### src/core/vfc_pkg.sv
package vfc_pkg;

   // Control codes carried in the byte stream.
   localparam logic [7:0] CODE_DC2 = 8'h12;
   localparam logic [7:0] CODE_DC3 = 8'h13;
   localparam logic [7:0] CODE_DC4 = 8'h14;
   localparam logic [7:0] CMD_FORCE = 8'h80;

   // Command byte field positions, bit 7 being the leftmost bit.
   localparam int CMD_TYPE_BIT = 4;
   localparam int CMD_SEL_BIT = 6;

   // Format memory geometry.
   localparam int LINE_W = 8;
   localparam int CHANS = 12;
   localparam logic [LINE_W-1:0] MEM_LINES = 8'h8F;
   localparam logic [3:0] CHAN_LIMIT = 4'hC;
   localparam logic [3:0] CH_TOF = 4'h0;
   localparam logic [3:0] CH_INV_LO = 4'h5;
   localparam logic [3:0] CH_BOF = 4'hB;

   // Perforation skipover without a loaded format.
   localparam int FORM_W = 7;
   localparam logic [FORM_W-1:0] DEF_PRINT_LINES = 7'h3F;
   localparam logic [FORM_W-1:0] DEF_FORM_LINES = 7'h42;
   localparam logic [LINE_W-1:0] DEF_SKIP_LINES = 8'h03;

   // Stream buffer.
   localparam int BYTE_W = 8;
   localparam int FIFO_DEPTH = 32;

   // Reset values.
   localparam logic [LINE_W-1:0] RST_LINE = 8'h00;
   localparam logic [FORM_W-1:0] RST_FORM = 7'h00;

   typedef enum {
      VFC_IDLE,
      VFC_STEP,
      VFC_WAIT
   } vfc_state_t;

   typedef enum {
      VFC_ADV,
      VFC_SEL,
      VFC_PERF
   } vfc_mode_t;

   typedef struct packed {
      logic load_active;
      logic format_loaded;
      logic load_error;
      logic select_error;
      logic top_of_form;
      logic bottom_of_form;
      logic busy;
   } vfc_status_t;

endpackage : vfc_pkg

### src/core/vfc_fifo.sv
`timescale 1ns/1ns
module vfc_fifo
   import vfc_pkg::*;
#(
   parameter int W = 8,
   parameter int DEPTH = 32
) (
   input wire logic clk,
   input wire logic rst_n,
   input wire logic [W-1:0] in_data,
   input wire logic in_valid,
   output logic in_ready,
   output logic [W-1:0] out_data,
   output logic out_valid,
   input wire logic out_ready
);
   localparam int AW = $clog2(DEPTH);
   localparam logic [AW:0] FULL = (AW + 1)'(DEPTH);

   typedef struct packed {
      logic [AW-1:0] wp;
      logic [AW-1:0] rp;
      logic [AW:0] cnt;
      logic rdy;
   } vfc_fifo_st_t;

   vfc_fifo_st_t q;
   vfc_fifo_st_t next_q;
   logic [W-1:0] mem [DEPTH];
   logic push;
   logic pop;

   function automatic logic [AW-1:0] bump(input logic [AW-1:0] p);
      bump = (p == AW'(DEPTH - 1)) ? '0 : AW'(p + 1'b1);
   endfunction : bump

   assign out_valid = (q.cnt != '0);
   assign out_data = mem[q.rp];
   assign in_ready = q.rdy;

   always_comb begin
      next_q = q;
      push = in_valid && q.rdy;
      pop = out_valid && out_ready;
      if (push) begin
         next_q.wp = bump(q.wp);
      end
      if (pop) begin
         next_q.rp = bump(q.rp);
      end
      next_q.cnt = q.cnt + (AW + 1)'(push) - (AW + 1)'(pop);
      // Ready is registered so the stream port sees a clean flop output.
      next_q.rdy = (next_q.cnt != FULL);
   end

   always_ff @(posedge clk or negedge rst_n) begin
      if (!rst_n) begin
         q <= '{wp: '0, rp: '0, cnt: '0, rdy: 1'b1};
      end else begin
         q <= next_q;
      end
   end

   always_ff @(posedge clk) begin
      if (push) begin
         mem[q.wp] <= in_data;
      end
   end

   chk_fifo_bound: assert property (@(posedge clk) disable iff (!rst_n)
      q.cnt <= FULL) else $error("fifo count above depth");

endmodule : vfc_fifo

### src/core/vfc_core.sv
`timescale 1ns/1ns
// Operation
// Fourth bit zero means channel select
// Sender loads format before channel select
// Step one location per line until stop
// Memory is 143 lines of 12 channels
// Code 23 octal starts format load
// Two bytes per line, 286 max, 24 ends
// Odd byte channels 1-6, even 7-12
// No half line is ever stored
// Short loads are valid formats
// Full load without end code flags error
// Loaded first line aligns to print line
// Channel one set marks top of form
// Later end code realigns the memory
// Only the byte after 22 is command
// Select: bits one one x zero, chan-1
// Variant inverts channels six and twelve
// Skip perforation after bottom of form
// Unloaded: 63 printed lines, 3 skipped
// Loaded: channel twelve bottom, skip to top
// Sender marks top and bottom once each
// Code 22 octal prefixes a command
// Leftmost command bit is forced to one
// Fourth bit one advances low-nibble count
// Position wraps after the last loaded line
// Failed channel search stops with error
module vfc_core
   import vfc_pkg::*;
#(
   parameter int DEPTH = FIFO_DEPTH
) (
   input wire logic clk,
   input wire logic nrst,
   input wire logic [BYTE_W-1:0] byte_data,
   input wire logic byte_valid,
   output logic byte_ready,
   input wire logic paper_ready,
   input wire logic variant_inv,
   output logic paper_step,
   output vfc_status_t status
);

   typedef struct packed {
      vfc_state_t st;
      vfc_mode_t mode;
      logic dc2;
      logic loading;
      logic loaded;
      logic half;
      logic [5:0] lo6;
      logic [LINE_W-1:0] wcnt;
      logic [LINE_W-1:0] nlines;
      logic [LINE_W-1:0] pos;
      logic [LINE_W-1:0] remain;
      logic [FORM_W-1:0] flin;
      logic [3:0] chan;
      logic [2:0] psync;
      logic prdy;
      logic [2:0] vsync;
      logic vinv;
      logic step;
      vfc_status_t stat;
   } vfc_core_st_t;

   localparam vfc_core_st_t RST_STATE = '{
      st: VFC_IDLE, mode: VFC_ADV, dc2: 1'b0, loading: 1'b0, loaded: 1'b0, half: 1'b0,
      lo6: '0, wcnt: RST_LINE, nlines: RST_LINE, pos: RST_LINE, remain: RST_LINE,
      flin: RST_FORM, chan: '0, psync: '0, prdy: 1'b0, vsync: '0, vinv: 1'b0,
      step: 1'b0, stat: '0};

   vfc_core_st_t q;
   vfc_core_st_t next_q;
   logic [1:0] rst_sync;
   logic rst_n;
   logic [BYTE_W-1:0] fb_data;
   logic fb_valid;
   logic take;
   logic [CHANS-1:0] fmt_mem [MEM_LINES];
   logic [CHANS-1:0] word;
   logic wr_en;
   logic [CHANS-1:0] wr_data;
   logic [BYTE_W-1:0] cmd;
   logic tof_here;
   logic bof_here;
   logic fin;

   // A stop test that honours the inverted-sense channels of some printers.
   function automatic logic stop_at(input logic [CHANS-1:0] w, input logic [3:0] ch,
                                    input logic inv);
      logic b;
      b = w[ch];
      if (inv && (ch == CH_INV_LO || ch == CH_BOF)) begin
         b = ~b;
      end
      stop_at = b;
   endfunction : stop_at

   function automatic logic [LINE_W-1:0] next_line(input logic [LINE_W-1:0] p,
                                                   input logic [LINE_W-1:0] n);
      next_line = (LINE_W'(p + 1'b1) >= n) ? RST_LINE : LINE_W'(p + 1'b1);
   endfunction : next_line

   always_ff @(posedge clk or negedge nrst) begin
      if (!nrst) begin
         rst_sync <= 2'h0;
      end else begin
         rst_sync <= {rst_sync[0], 1'b1};
      end
   end
   assign rst_n = rst_sync[1];

   vfc_fifo #(.W(BYTE_W), .DEPTH(DEPTH)) u_fifo (
      .clk(clk),
      .rst_n(rst_n),
      .in_data(byte_data),
      .in_valid(byte_valid),
      .in_ready(byte_ready),
      .out_data(fb_data),
      .out_valid(fb_valid),
      .out_ready(take)
   );

   assign word = fmt_mem[q.pos];
   assign paper_step = q.step;
   assign status = q.stat;

   always_comb begin
      next_q = q;
      next_q.step = 1'b0;
      take = 1'b0;
      wr_en = 1'b0;
      wr_data = {fb_data[5:0], q.lo6};
      cmd = fb_data | CMD_FORCE;
      fin = 1'b0;
      // Pins pass three flops; a level counts once the last two agree.
      next_q.psync = {q.psync[1:0], paper_ready};
      if (q.psync[1] == q.psync[2]) begin
         next_q.prdy = q.psync[2];
      end
      next_q.vsync = {q.vsync[1:0], variant_inv};
      if (q.vsync[1] == q.vsync[2]) begin
         next_q.vinv = q.vsync[2];
      end
      tof_here = q.loaded ? stop_at(word, CH_TOF, q.vinv) : (q.flin == RST_FORM);
      bof_here = q.loaded ? stop_at(word, CH_BOF, q.vinv)
                          : (q.flin == DEF_PRINT_LINES);
      case (q.st)
         VFC_IDLE: begin
            if (fb_valid) begin
               take = 1'b1;
               if (q.loading) begin
                  if (fb_data == CODE_DC4) begin
                     // A dangling half line is dropped here.
                     next_q.loading = 1'b0;
                     next_q.half = 1'b0;
                     if (q.wcnt != RST_LINE) begin
                        next_q.loaded = 1'b1;
                        next_q.nlines = q.wcnt;
                        next_q.pos = RST_LINE;
                     end
                  end else if (q.wcnt == MEM_LINES) begin
                     // The full format is kept; only the missing end code is reported.
                     next_q.loading = 1'b0;
                     next_q.loaded = 1'b1;
                     next_q.nlines = MEM_LINES;
                     next_q.pos = RST_LINE;
                     next_q.stat.load_error = 1'b1;
                  end else if (!q.half) begin
                     next_q.lo6 = fb_data[5:0];
                     next_q.half = 1'b1;
                  end else begin
                     wr_en = 1'b1;
                     next_q.wcnt = LINE_W'(q.wcnt + 1'b1);
                     next_q.half = 1'b0;
                  end
               end else if (q.dc2) begin
                  next_q.dc2 = 1'b0;
                  if (cmd[CMD_TYPE_BIT]) begin
                     next_q.mode = VFC_ADV;
                     next_q.remain = {4'h0, cmd[3:0]};
                     next_q.st = VFC_STEP;
                  end else if (cmd[CMD_SEL_BIT] && cmd[3:0] < CHAN_LIMIT) begin
                     if (q.loaded) begin
                        next_q.mode = VFC_SEL;
                        next_q.chan = cmd[3:0];
                        next_q.remain = q.nlines;
                        next_q.st = VFC_STEP;
                        next_q.stat.select_error = 1'b0;
                     end else begin
                        // Without stored stops there is nothing to search for.
                        next_q.stat.select_error = 1'b1;
                     end
                  end
               end else if (fb_data == CODE_DC2) begin
                  next_q.dc2 = 1'b1;
               end else if (fb_data == CODE_DC3) begin
                  next_q.loading = 1'b1;
                  next_q.loaded = 1'b0;
                  next_q.wcnt = RST_LINE;
                  next_q.half = 1'b0;
                  next_q.pos = RST_LINE;
                  next_q.stat.load_error = 1'b0;
               end else if (fb_data == CODE_DC4 && q.loaded) begin
                  next_q.pos = RST_LINE;
               end
            end
         end
         VFC_STEP: begin
            case (q.mode)
               VFC_ADV: fin = (q.remain == RST_LINE);
               VFC_SEL: fin = (q.remain != q.nlines) && stop_at(word, q.chan, q.vinv);
               // The skip always leaves the bottom line, even when that line also marks top.
               VFC_PERF: fin = (q.remain == RST_LINE)
                               || (q.loaded && tof_here && q.remain != q.nlines);
               default: fin = 1'b1;
            endcase
            if (fin) begin
               if (q.mode != VFC_PERF && bof_here) begin
                  next_q.mode = VFC_PERF;
                  next_q.remain = q.loaded ? q.nlines : DEF_SKIP_LINES;
               end else begin
                  next_q.st = VFC_IDLE;
               end
            end else if (q.mode == VFC_SEL && q.remain == RST_LINE) begin
               next_q.stat.select_error = 1'b1;
               next_q.st = VFC_IDLE;
            end else if (q.prdy) begin
               next_q.step = 1'b1;
               next_q.pos = q.loaded ? next_line(q.pos, q.nlines) : RST_LINE;
               next_q.flin = (q.flin == DEF_FORM_LINES - 1'b1) ? RST_FORM
                                                                : FORM_W'(q.flin + 1'b1);
               next_q.remain = LINE_W'(q.remain - 1'b1);
               next_q.st = VFC_WAIT;
            end
         end
         VFC_WAIT: begin
            // The mechanism drops ready while a line is moving.
            if (!q.prdy) begin
               next_q.st = VFC_STEP;
            end
         end
         default: next_q.st = VFC_IDLE;
      endcase
      next_q.stat.load_active = next_q.loading;
      next_q.stat.format_loaded = next_q.loaded;
      next_q.stat.top_of_form = tof_here;
      next_q.stat.bottom_of_form = bof_here;
      next_q.stat.busy = (next_q.st != VFC_IDLE);
   end

   always_ff @(posedge clk or negedge rst_n) begin
      if (!rst_n) begin
         q <= RST_STATE;
      end else begin
         q <= next_q;
      end
   end

   always_ff @(posedge clk) begin
      if (wr_en) begin
         fmt_mem[q.wcnt] <= wr_data;
      end
   end

   chk_sel_decode: assert property (@(posedge clk) disable iff (!rst_n)
      take && q.dc2 && !q.loading && q.loaded && !fb_data[CMD_TYPE_BIT]
      && fb_data[CMD_SEL_BIT] && fb_data[3:0] < CHAN_LIMIT
      |=> q.st == VFC_STEP && q.mode == VFC_SEL && q.chan == $past(fb_data[3:0]))
      else $error("channel select not decoded");

   chk_adv_count: assert property (@(posedge clk) disable iff (!rst_n)
      take && q.dc2 && !q.loading && fb_data[CMD_TYPE_BIT]
      |=> q.mode == VFC_ADV && q.remain == {4'h0, $past(fb_data[3:0])})
      else $error("line count advance not decoded");

   chk_load_enter: assert property (@(posedge clk) disable iff (!rst_n)
      take && !q.loading && !q.dc2 && fb_data == CODE_DC3
      |=> q.loading && q.wcnt == RST_LINE && !q.half)
      else $error("load mode not entered");

   chk_load_word: assert property (@(posedge clk) disable iff (!rst_n)
      wr_en |-> q.half && q.wcnt < MEM_LINES ##1 q.wcnt == $past(q.wcnt) + 1'b1)
      else $error("line store out of order");

   chk_even_store: assert property (@(posedge clk) disable iff (!rst_n)
      take && q.loading && fb_data == CODE_DC4 |=> !q.half && !q.loading
      && q.wcnt == $past(q.wcnt))
      else $error("half line kept after end code");

   chk_load_align: assert property (@(posedge clk) disable iff (!rst_n)
      take && q.loading && fb_data == CODE_DC4 && q.wcnt != RST_LINE
      |=> q.loaded && q.pos == RST_LINE && q.nlines == $past(q.wcnt))
      else $error("format not aligned after load");

   chk_full_error: assert property (@(posedge clk) disable iff (!rst_n)
      take && q.loading && q.wcnt == MEM_LINES && fb_data != CODE_DC4
      |=> q.stat.load_error ##1 q.stat.load_error)
      else $error("overlong load not reported");

   chk_pos_wrap: assert property (@(posedge clk) disable iff (!rst_n)
      q.loaded && !q.loading |-> q.pos < q.nlines)
      else $error("position beyond loaded lines");

   chk_step_pace: assert property (@(posedge clk) disable iff (!rst_n)
      q.step |-> q.st == VFC_WAIT ##1 !q.step [*3])
      else $error("paper steps too close together");

   chk_default_form: assert property (@(posedge clk) disable iff (!rst_n)
      !q.loaded && q.step && $past(q.flin) == DEF_FORM_LINES - 1'b1
      |-> q.flin == RST_FORM)
      else $error("default form length wrong");

   chk_sel_stop: assert property (@(posedge clk) disable iff (!rst_n)
      q.st == VFC_STEP && q.mode == VFC_SEL && q.remain != q.nlines
      && stop_at(word, q.chan, q.vinv)
      |=> !q.step && (q.st == VFC_IDLE || q.mode == VFC_PERF))
      else $error("channel select ran past its stop");

   chk_sel_fail: assert property (@(posedge clk) disable iff (!rst_n)
      q.st == VFC_STEP && q.mode == VFC_SEL && q.remain == RST_LINE
      && !stop_at(word, q.chan, q.vinv) |=> q.stat.select_error && q.st == VFC_IDLE)
      else $error("failed channel search not reported");

   chk_perf_start: assert property (@(posedge clk) disable iff (!rst_n)
      q.st == VFC_STEP && q.mode != VFC_PERF && fin && bof_here
      |=> q.st == VFC_STEP && q.mode == VFC_PERF)
      else $error("bottom of form not skipped");

   chk_no_prefix: assert property (@(posedge clk) disable iff (!rst_n)
      take && !q.loading && !q.dc2 |=> q.st == VFC_IDLE && !q.step)
      else $error("byte without prefix moved paper");

   chk_top_mark: assert property (@(posedge clk) disable iff (!rst_n)
      q.loaded && word[CH_TOF] |=> q.stat.top_of_form)
      else $error("channel one stop not shown as top of form");

   chk_inv_bottom: assert property (@(posedge clk) disable iff (!rst_n)
      q.loaded && q.vinv && !word[CH_BOF] |=> q.stat.bottom_of_form)
      else $error("inverted bottom channel misread");

   chk_form_bottom: assert property (@(posedge clk) disable iff (!rst_n)
      !q.loaded && q.flin == DEF_PRINT_LINES |=> q.stat.bottom_of_form)
      else $error("default bottom of form missed");

   chk_end_realign: assert property (@(posedge clk) disable iff (!rst_n)
      take && !q.loading && !q.dc2 && q.loaded && fb_data == CODE_DC4
      |=> q.pos == RST_LINE)
      else $error("end code did not realign the memory");

endmodule : vfc_core

### config.mk
export PLATFORM = sky130hd
export DESIGN_NAME = vfc_core
export DESIGN_NICKNAME = d
export VERILOG_FILES = /design/src/core/vfc_pkg.sv /design/src/core/vfc_fifo.sv /design/src/core/vfc_core.sv
export SDC_FILE = /design/constraint.sdc
export NUM_CORES = 2
export LEC_CHECK = 0
export BUFFER_PORTS_ARGS = -buffer_cell sky130_fd_sc_hd__buf_2
export CAP_MARGIN = 40
export CORE_MARGIN = 4
export CORE_UTILIZATION = 45
export CTS_CLUSTER_DIAMETER = 120
export DETAILED_ROUTE_END_ITERATION = 7
export GPL_TIMING_DRIVEN = 1
export MAX_ROUTING_LAYER = met4
export SLEW_MARGIN = 20
export SYNTH_ARGS = -nofsm -noshare
export SYNTH_HDL_FRONTEND = slang
export SYNTH_SLANG_ARGS = --single-unit
### constraint.sdc
create_clock -name clk -period 3.9 [get_ports clk]
set_clock_uncertainty 0.15 [all_clocks]
set_input_delay 0.39 -clock clk [delete_from_list [all_inputs] [get_ports clk]]
set_output_delay 0.39 -clock clk [all_outputs]
set_load 0.02 [all_outputs]
## After elaboration in Yosys (flattened, before gate mapping)

Memories as Yosys holds them, arrays and structs flattened.
Cells that the tools add are included.

| word-level totals | value |
|---|---|
| flip-flop bits (word level) | 150 |
| RAM bits | 1972 |
| input bits | 13 |
| output and inout bits | 9 |
| word-level logic and storage cells | 238 |
| memories | 2 |

| cells by class | value |
|---|---|
| add/subtract/negate cells | 8 |
| $lt $le $gt $ge | 3 |
| equal/unequal tests | 51 |
| mux-type cells | 101 |
| bitwise logic cells | 9 |
| reduce and logical (&&, ||, !) cells | 36 |

Memory list:

| memory | depth | width | rd ports | clocked after memory_dff | write ports | RTL line | RTL |
|---|---|---|---|---|---|---|---|
| fmt_mem | 143 | 12 | 1 | 0 | 1 | vfc_core.sv:79 | `logic [CHANS-1:0] fmt_mem [MEM_LINES];` |
| u_fifo.mem | 32 | 8 | 1 | 0 | 1 | vfc_fifo.sv:29 | `logic [W-1:0] mem [DEPTH];` |

Operator list:

| kind | number |
|---|---|
| $mux W64 | 4 |
| $mux W32 | 7 |
| $mux W8 | 22 |
| $mux W106 | 1 |
| $eq A32 B2 Y1 const B | 3 |
| $pmux W32 S3 | 1 |
| $mux W65 | 1 |
| $eq A32 B1 Y1 const B | 2 |
| $logic_not A32 Y1 | 2 |
| $pmux W32 S2 | 1 |
| $mux W16 | 3 |
| $mux W23 | 2 |
| $mux W1 | 42 |
| $ne A32 B3 Y1 const B | 1 |
| $pmux W16 S2 | 1 |
| $reduce_bool A32 Y1 | 1 |
| $ne A2 B2 Y1 const B | 14 |
| $eq A8 B5 Y1 const B | 3 |
| $ne A3 B3 Y1 const B | 8 |
| $reduce_and A8 Y1 | 3 |
| $reduce_and A7 Y1 | 3 |
| $add A8 B1 Y8 const B | 2 |
| $mux W15 | 1 |
| $mux W3 | 5 |
| 44 further kinds | 75 |

## Depth between registers and ports, before layout

An unclocked memory read counts as a cell.

| logic depth | value |
|---|---|
| depth in word-level cells | 13 |
| gate-level depth with buffers | 20 |
| gate-level depth less buffers | 17 |

## Cells and area by module

From an unflattened synthesis, not the netlist that was laid out.

| unflattened totals | value |
|---|---|
| cell total of the unflattened synthesis | 4206 |
| area, all modules | 82726.8 µm² |

By module, submodules not included:

| module | instances | cells an instance | area each (µm²) |
|---|---|---|---|
| vfc_core | 1 | 3634 | 71753.8 |
| vfc_fifo | 1 | 572 | 10973.0 |

## Least setup slack after synthesis

No wires, ideal clock.

| timing path | value |
|---|---|
| kind | register to register |
| start | register u_fifo.q[7] (netlist bit) |
| end | memory fmt_mem[129][0] (enable) |
| library setup time | 0.380 ns |
| arrival time | 4.879 ns |
| data required time | 3.370 ns |
| slack | -1.509 ns |
| cell stages (with the launch flop) | 17 |
| path buffers | 5 |
| period minus slack after synthesis | 5.409 ns |
| path through | dfrtp_1 buf_2 buf_2 buf_2 mux2i_1 o221ai_1 o22ai_1 a21oi_1 mux2_2 nor2b_1 nand3b_1 o21ai_0 or2_2 or3_1 clkbuf_1 clkbuf_1 nor2_1 |

| between the ends | value |
|---|---|
| longest elaborated chain between the ends | 8 |

Ends and longest elaborated chain:

| element | RTL line | RTL |
|---|---|---|
| start: declaration | vfc_fifo.sv:27 | `vfc_fifo_st_t q;` |
| start signal: assignment | vfc_fifo.sv:58 | `q <= '{wp: '0, rp: '0, cnt: '0, rdy: 1'b1};` |
| start signal: assignment | vfc_fifo.sv:60 | `q <= next_q;` |
| $mem_v2 Z32 W8 | n/a |  |
| net fb_data[0] | vfc_core.sv:76 | `logic [BYTE_W-1:0] fb_data;` |
| $eq A8 B5 Y1 | vfc_core.sv:153 | `if (fb_data == CODE_DC4) begin` |
| $mux W1 | vfc_core.sv:153 |  |
| $mux W1 | vfc_core.sv:152 | `if (q.loading) begin` |
| $mux W1 | vfc_core.sv:150 | `if (fb_valid) begin` |
| $mux W1 | vfc_core.sv:148 | `case (q.st)` |
| $mux W1 | vfc_core.sv:261 | `if (wr_en) begin` |
| $mux W1 (implied by the code) | vfc_core.sv:262 | `fmt_mem[q.wcnt] <= wr_data;` |
| end: declaration | vfc_core.sv:79 |  |

The timed path passes the listed nets, and every way through them passes these cells.

## Worst setup path after layout

| timing path | value |
|---|---|
| start | register q[35] (netlist bit) |
| end | register q[28] (netlist bit) |

| between the ends | value |
|---|---|
| longest elaborated chain between the ends | 12 |

Ends and longest elaborated chain:

| element | RTL line | RTL |
|---|---|---|
| start: declaration | vfc_core.sv:72 | `vfc_core_st_t q;` |
| start signal: assignment | vfc_core.sv:256 | `q <= next_q;` |
| $mem_v2 Z143 W12 * | n/a |  |
| $bmux W1 S4 | vfc_core.sv:92 | `b = w[ch];` |
| $mux W1 (implied by the code) | vfc_core.sv:92 |  |
| $not A1 Y1 | vfc_core.sv:94 | `b = ~b;` |
| $mux W1 | vfc_core.sv:93 | `if (inv && (ch == CH_INV_LO \|\| ch == CH_BOF)) begin` |
| $mux W1 | vfc_core.sv:210 | `case (q.mode)` |
| $mux W1 | vfc_core.sv:148 |  |
| $logic_and A1 B1 Y1 | vfc_core.sv:212 | `VFC_SEL: fin = (q.remain != q.nlines) && stop_at(word, q.chan, q.vinv);` |
| $pmux W1 S3 | vfc_core.sv:210 |  |
| $mux W1 | vfc_core.sv:148 |  |
| $ne A3 B3 Y1 (no source line) / $mux W8 (equally long branches) | n/a |  |
| $reduce_and A9 Y1 (no source line) / $pmux W16 S2 (equally long branches) | n/a |  |

Mark *: on every way between the ends. The rest lies on a longest branch, timed or not. The select of a mux whose other input is x is not followed.
A chain may end at the register's enable or synchronous reset.

==> results.yml <==
outcome:
  outcome: "finished, violations left"
  violations: "negative setup slack"
sta:
  fin_crit_sh_pct: 121
  tns_ns: -782.04
  rsz0062_at_grt: "true"
  setup_viol: 1782
  slew_violations: 0
  worst_hold_slack_ns: 0.0257
  hold_viol_final: 0
  min_period_ns: 4.74
  fin_ws_ns: -0.836
  fmax_mhz: 211
  max_slew_margin_pct: 41.3
  tightest_slew_ns: 0.880
cts:
  cts-buffers-inserted: 212
  cts_tree: "done"
  clk_pin_slew_worst_paths_ns: 0.07
  cts_root_buffer: "clkbuf_16"
  cts_buffer_depth: 3
  htreeDepth: 4
  clock_latency_ns: 0.86
  clock-sinks: 2092
route:
  viasPerCell: 5.95
  vias: 45100
  drc: 0
  drt_iter0_markers: 5477
  totalWireLength_mm: 233
  drtPass1Iterations: 5
  wire_per_inst_um: 30.7
  ant_nets: 0
grt:
  use_met3_pct: 4.30
  met1_usage_pct: 35.1
  grt_usage_pct: 25.1
  grt_pass1_wl_mm: 332
  grt-busiest-layer: "met2"
  overflow: 0
  first_global_vias: 44600
  antenna_found_initial: 7
  use_met2_pct: 38.3
  grt_max_degree: 144
logic_synthesis:
  synth_common_cells: "edfxtp_1 (1972), mux4_2 (459), nor2_1 (253)"
  synth_edf_count: 1972
  ys.flop_type: "edfxtp_1"
  synthDistinctLibCells: 86
  yosys-top-cells-area: "edfxtp_1 (72%), mux4_2 (13%), dfrtp_1 (3.6%), mux2i_1 (2.4%), nor2_1 (1.2%)"
  synth_top_area_share_pct: 71.9
  synth_area_per_cell_um2: 20.1
  yosysMostFrequentCell: "edfxtp_1"
  ys_seq_area_share_pct: 75.6
  yosys_warnings: 0
  ys_seq_elements: 2092
  synthCells: 4096
  syn_area_um2: 82300
  yosysTopAreaCell: "edfxtp_1"
  async_flop_share_pct: 5.74
worst_setup_path:
  cpMaxStageDelayCell: "mux4_2"
  cp-start-kind: "flip-flop"
  max_stage_delay_ns: 0.54
  path_cells: "buf_12, buf_12, buf_4, clkbuf_16, mux4_2, a211o_1, nand4_1, a32oi_1, o32a_1, o221a_2, nor4_4, xnor2_4, buf_12, buf_6, o31ai_4, buf_6, o21ai_2, o211a_1, a22oi_1"
  crit_required_ns: 4.52
  worstPathMaxFanout: 11
  cpMostUsedCell: "buf_12"
  crit_type: "reg -> reg"
  cp_num_buf_inv: 7
  cp_top_family: "compound AO/OA/AOI/OAI gates"
  cp.arrival_ns: 5.35
  worst_setup_path_end_kind: "flip-flop"
power:
  totalPowerFinal_mw: 46.7
  p_leak_nw: 37.6
  p_per_area_nw_per_um2: 449
  vdd_drop_max_uv: 414
place:
  portBuffers: 21
  dpl_worst_slack_ns: -1.56
  place_congestion: 0.964
  dp_hpwl_mm: 148
floorplanning:
  dieWidth_um: 436
  pin_count: 22
  fp.dieH_um: 436
  num_rows: 156
  dieArea_um2: 190000
  core_area_um2: 181000
  start_util_pct: 45.4
layout:
  n_fill_cell: 13200
  fin_nets: 5086
  syn_to_final_growth_pct: 26.6
  drive_gt1_share_pct: 38.0
run:
  cap_violations: 0
min_path:
  hp-class: "reg -> async"
[state kept, by name, summed over array words and instances (netlist names)]
signal,flops
status,7
u_fifo.q,16
u_fifo.in_ready,1
u_fifo.mem,256
q,89
next_q,4
fmt_mem,1716
paper_step,1
rst_sync,2
[where the power goes]
part	internal, mW	switching, mW	total, mW
combinational	0.335	0.687	1.02
clock	12.2	8.73	21.0
sequential	24.6	0.120	24.8
total	37.2	9.54	46.7
[layout make-up]
cell class | instances | area [um^2] | share of cell area, %
diodes | 3 | 7.51 | 0.00720
clock buffers | 248 | 5460 | 5.24
clock inverters | 139 | 1740 | 1.67
inverters | 58 | 234 | 0.225
multi-input cells | 1752 | 20500 | 19.7
flip-flops and latches | 2092 | 62300 | 59.8
well taps | 2370 | 2970 | 2.85
repair buffers | 919 | 11000 | 10.6
repair inverters | 1 | 11.3 | 0.0108
[cells in the final DEF, fill, tap and decap left out, types with 105 or more instances in the layout]
cell type	n
edfxtp_1	1972
buf_4	532
mux4_2	459
buf_12	225
clkbuf_16	223
mux2i_1	184
nor2_1	120
nor2_4	113
nand2_1	106
dfrtp_1	105
[routing by layer]
layer	up-vias	part of all wire, %
met5	-	0
met4	0	3.2
met3	394	8.4
met2	2027	47
met1	24000	41
li1	18700	-
[per-stage QoR]
step / util (%) / area (um^2) / std cells
CTS: 57.0 / 103000 / 7519
global placement: 51.4 / 93300 / 6978
finish: 57.5 / 104000 / 7582
floorplan: - / 83700 / 4125
detailed placement: 51.6 / 93500 / 6991
global route: 57.5 / 104000 / 7580
[logic make-up after synthesis]
kind of cell,after synthesis,share of synthesized area (%)
mux,689,15.4
buf+inv,281,1.64
fa+ha+maj,39,0.596
simple gates,577,3.22
flops,2092,75.6
other cells,2,0.00912
compound gates,390,3.28
xor+xnor,26,0.286
[worst paths after layout]
kind	startpoint	end	slack (ns)	cells after the start
worst min register to register	rst_sync[1]$_DFF_PN0_	q[22]$_DFFE_PN0P_	0.03	0
worst max register to register	q[35]$_DFFE_PN0P_	q[28]$_DFFE_PN0P_	-0.84	19
max in group asynchronous	rst_sync[1]$_DFF_PN0_	q[35]$_DFFE_PN0P_	2.92	1
worst max-delay path	q[35]$_DFFE_PN0P_	q[28]$_DFFE_PN0P_	-0.84	19
min in group clk	next_q[14]$_DFF_PN0_	next_q[15]$_DFF_PN0_	0.20	0
worst min-delay path	rst_sync[1]$_DFF_PN0_	q[22]$_DFFE_PN0P_	0.03	0
[timing repair]
item,CTS,global route
hold buffers,15,0
endpoints found under the hold margin,264,0
gates resized for setup,187,99
pin swaps,47,46
endpoints found under the setup margin,1766,1849
gates cloned,29,8
buffers inserted,101,45
No activity file was read; power rests on OpenSTA's default activity.
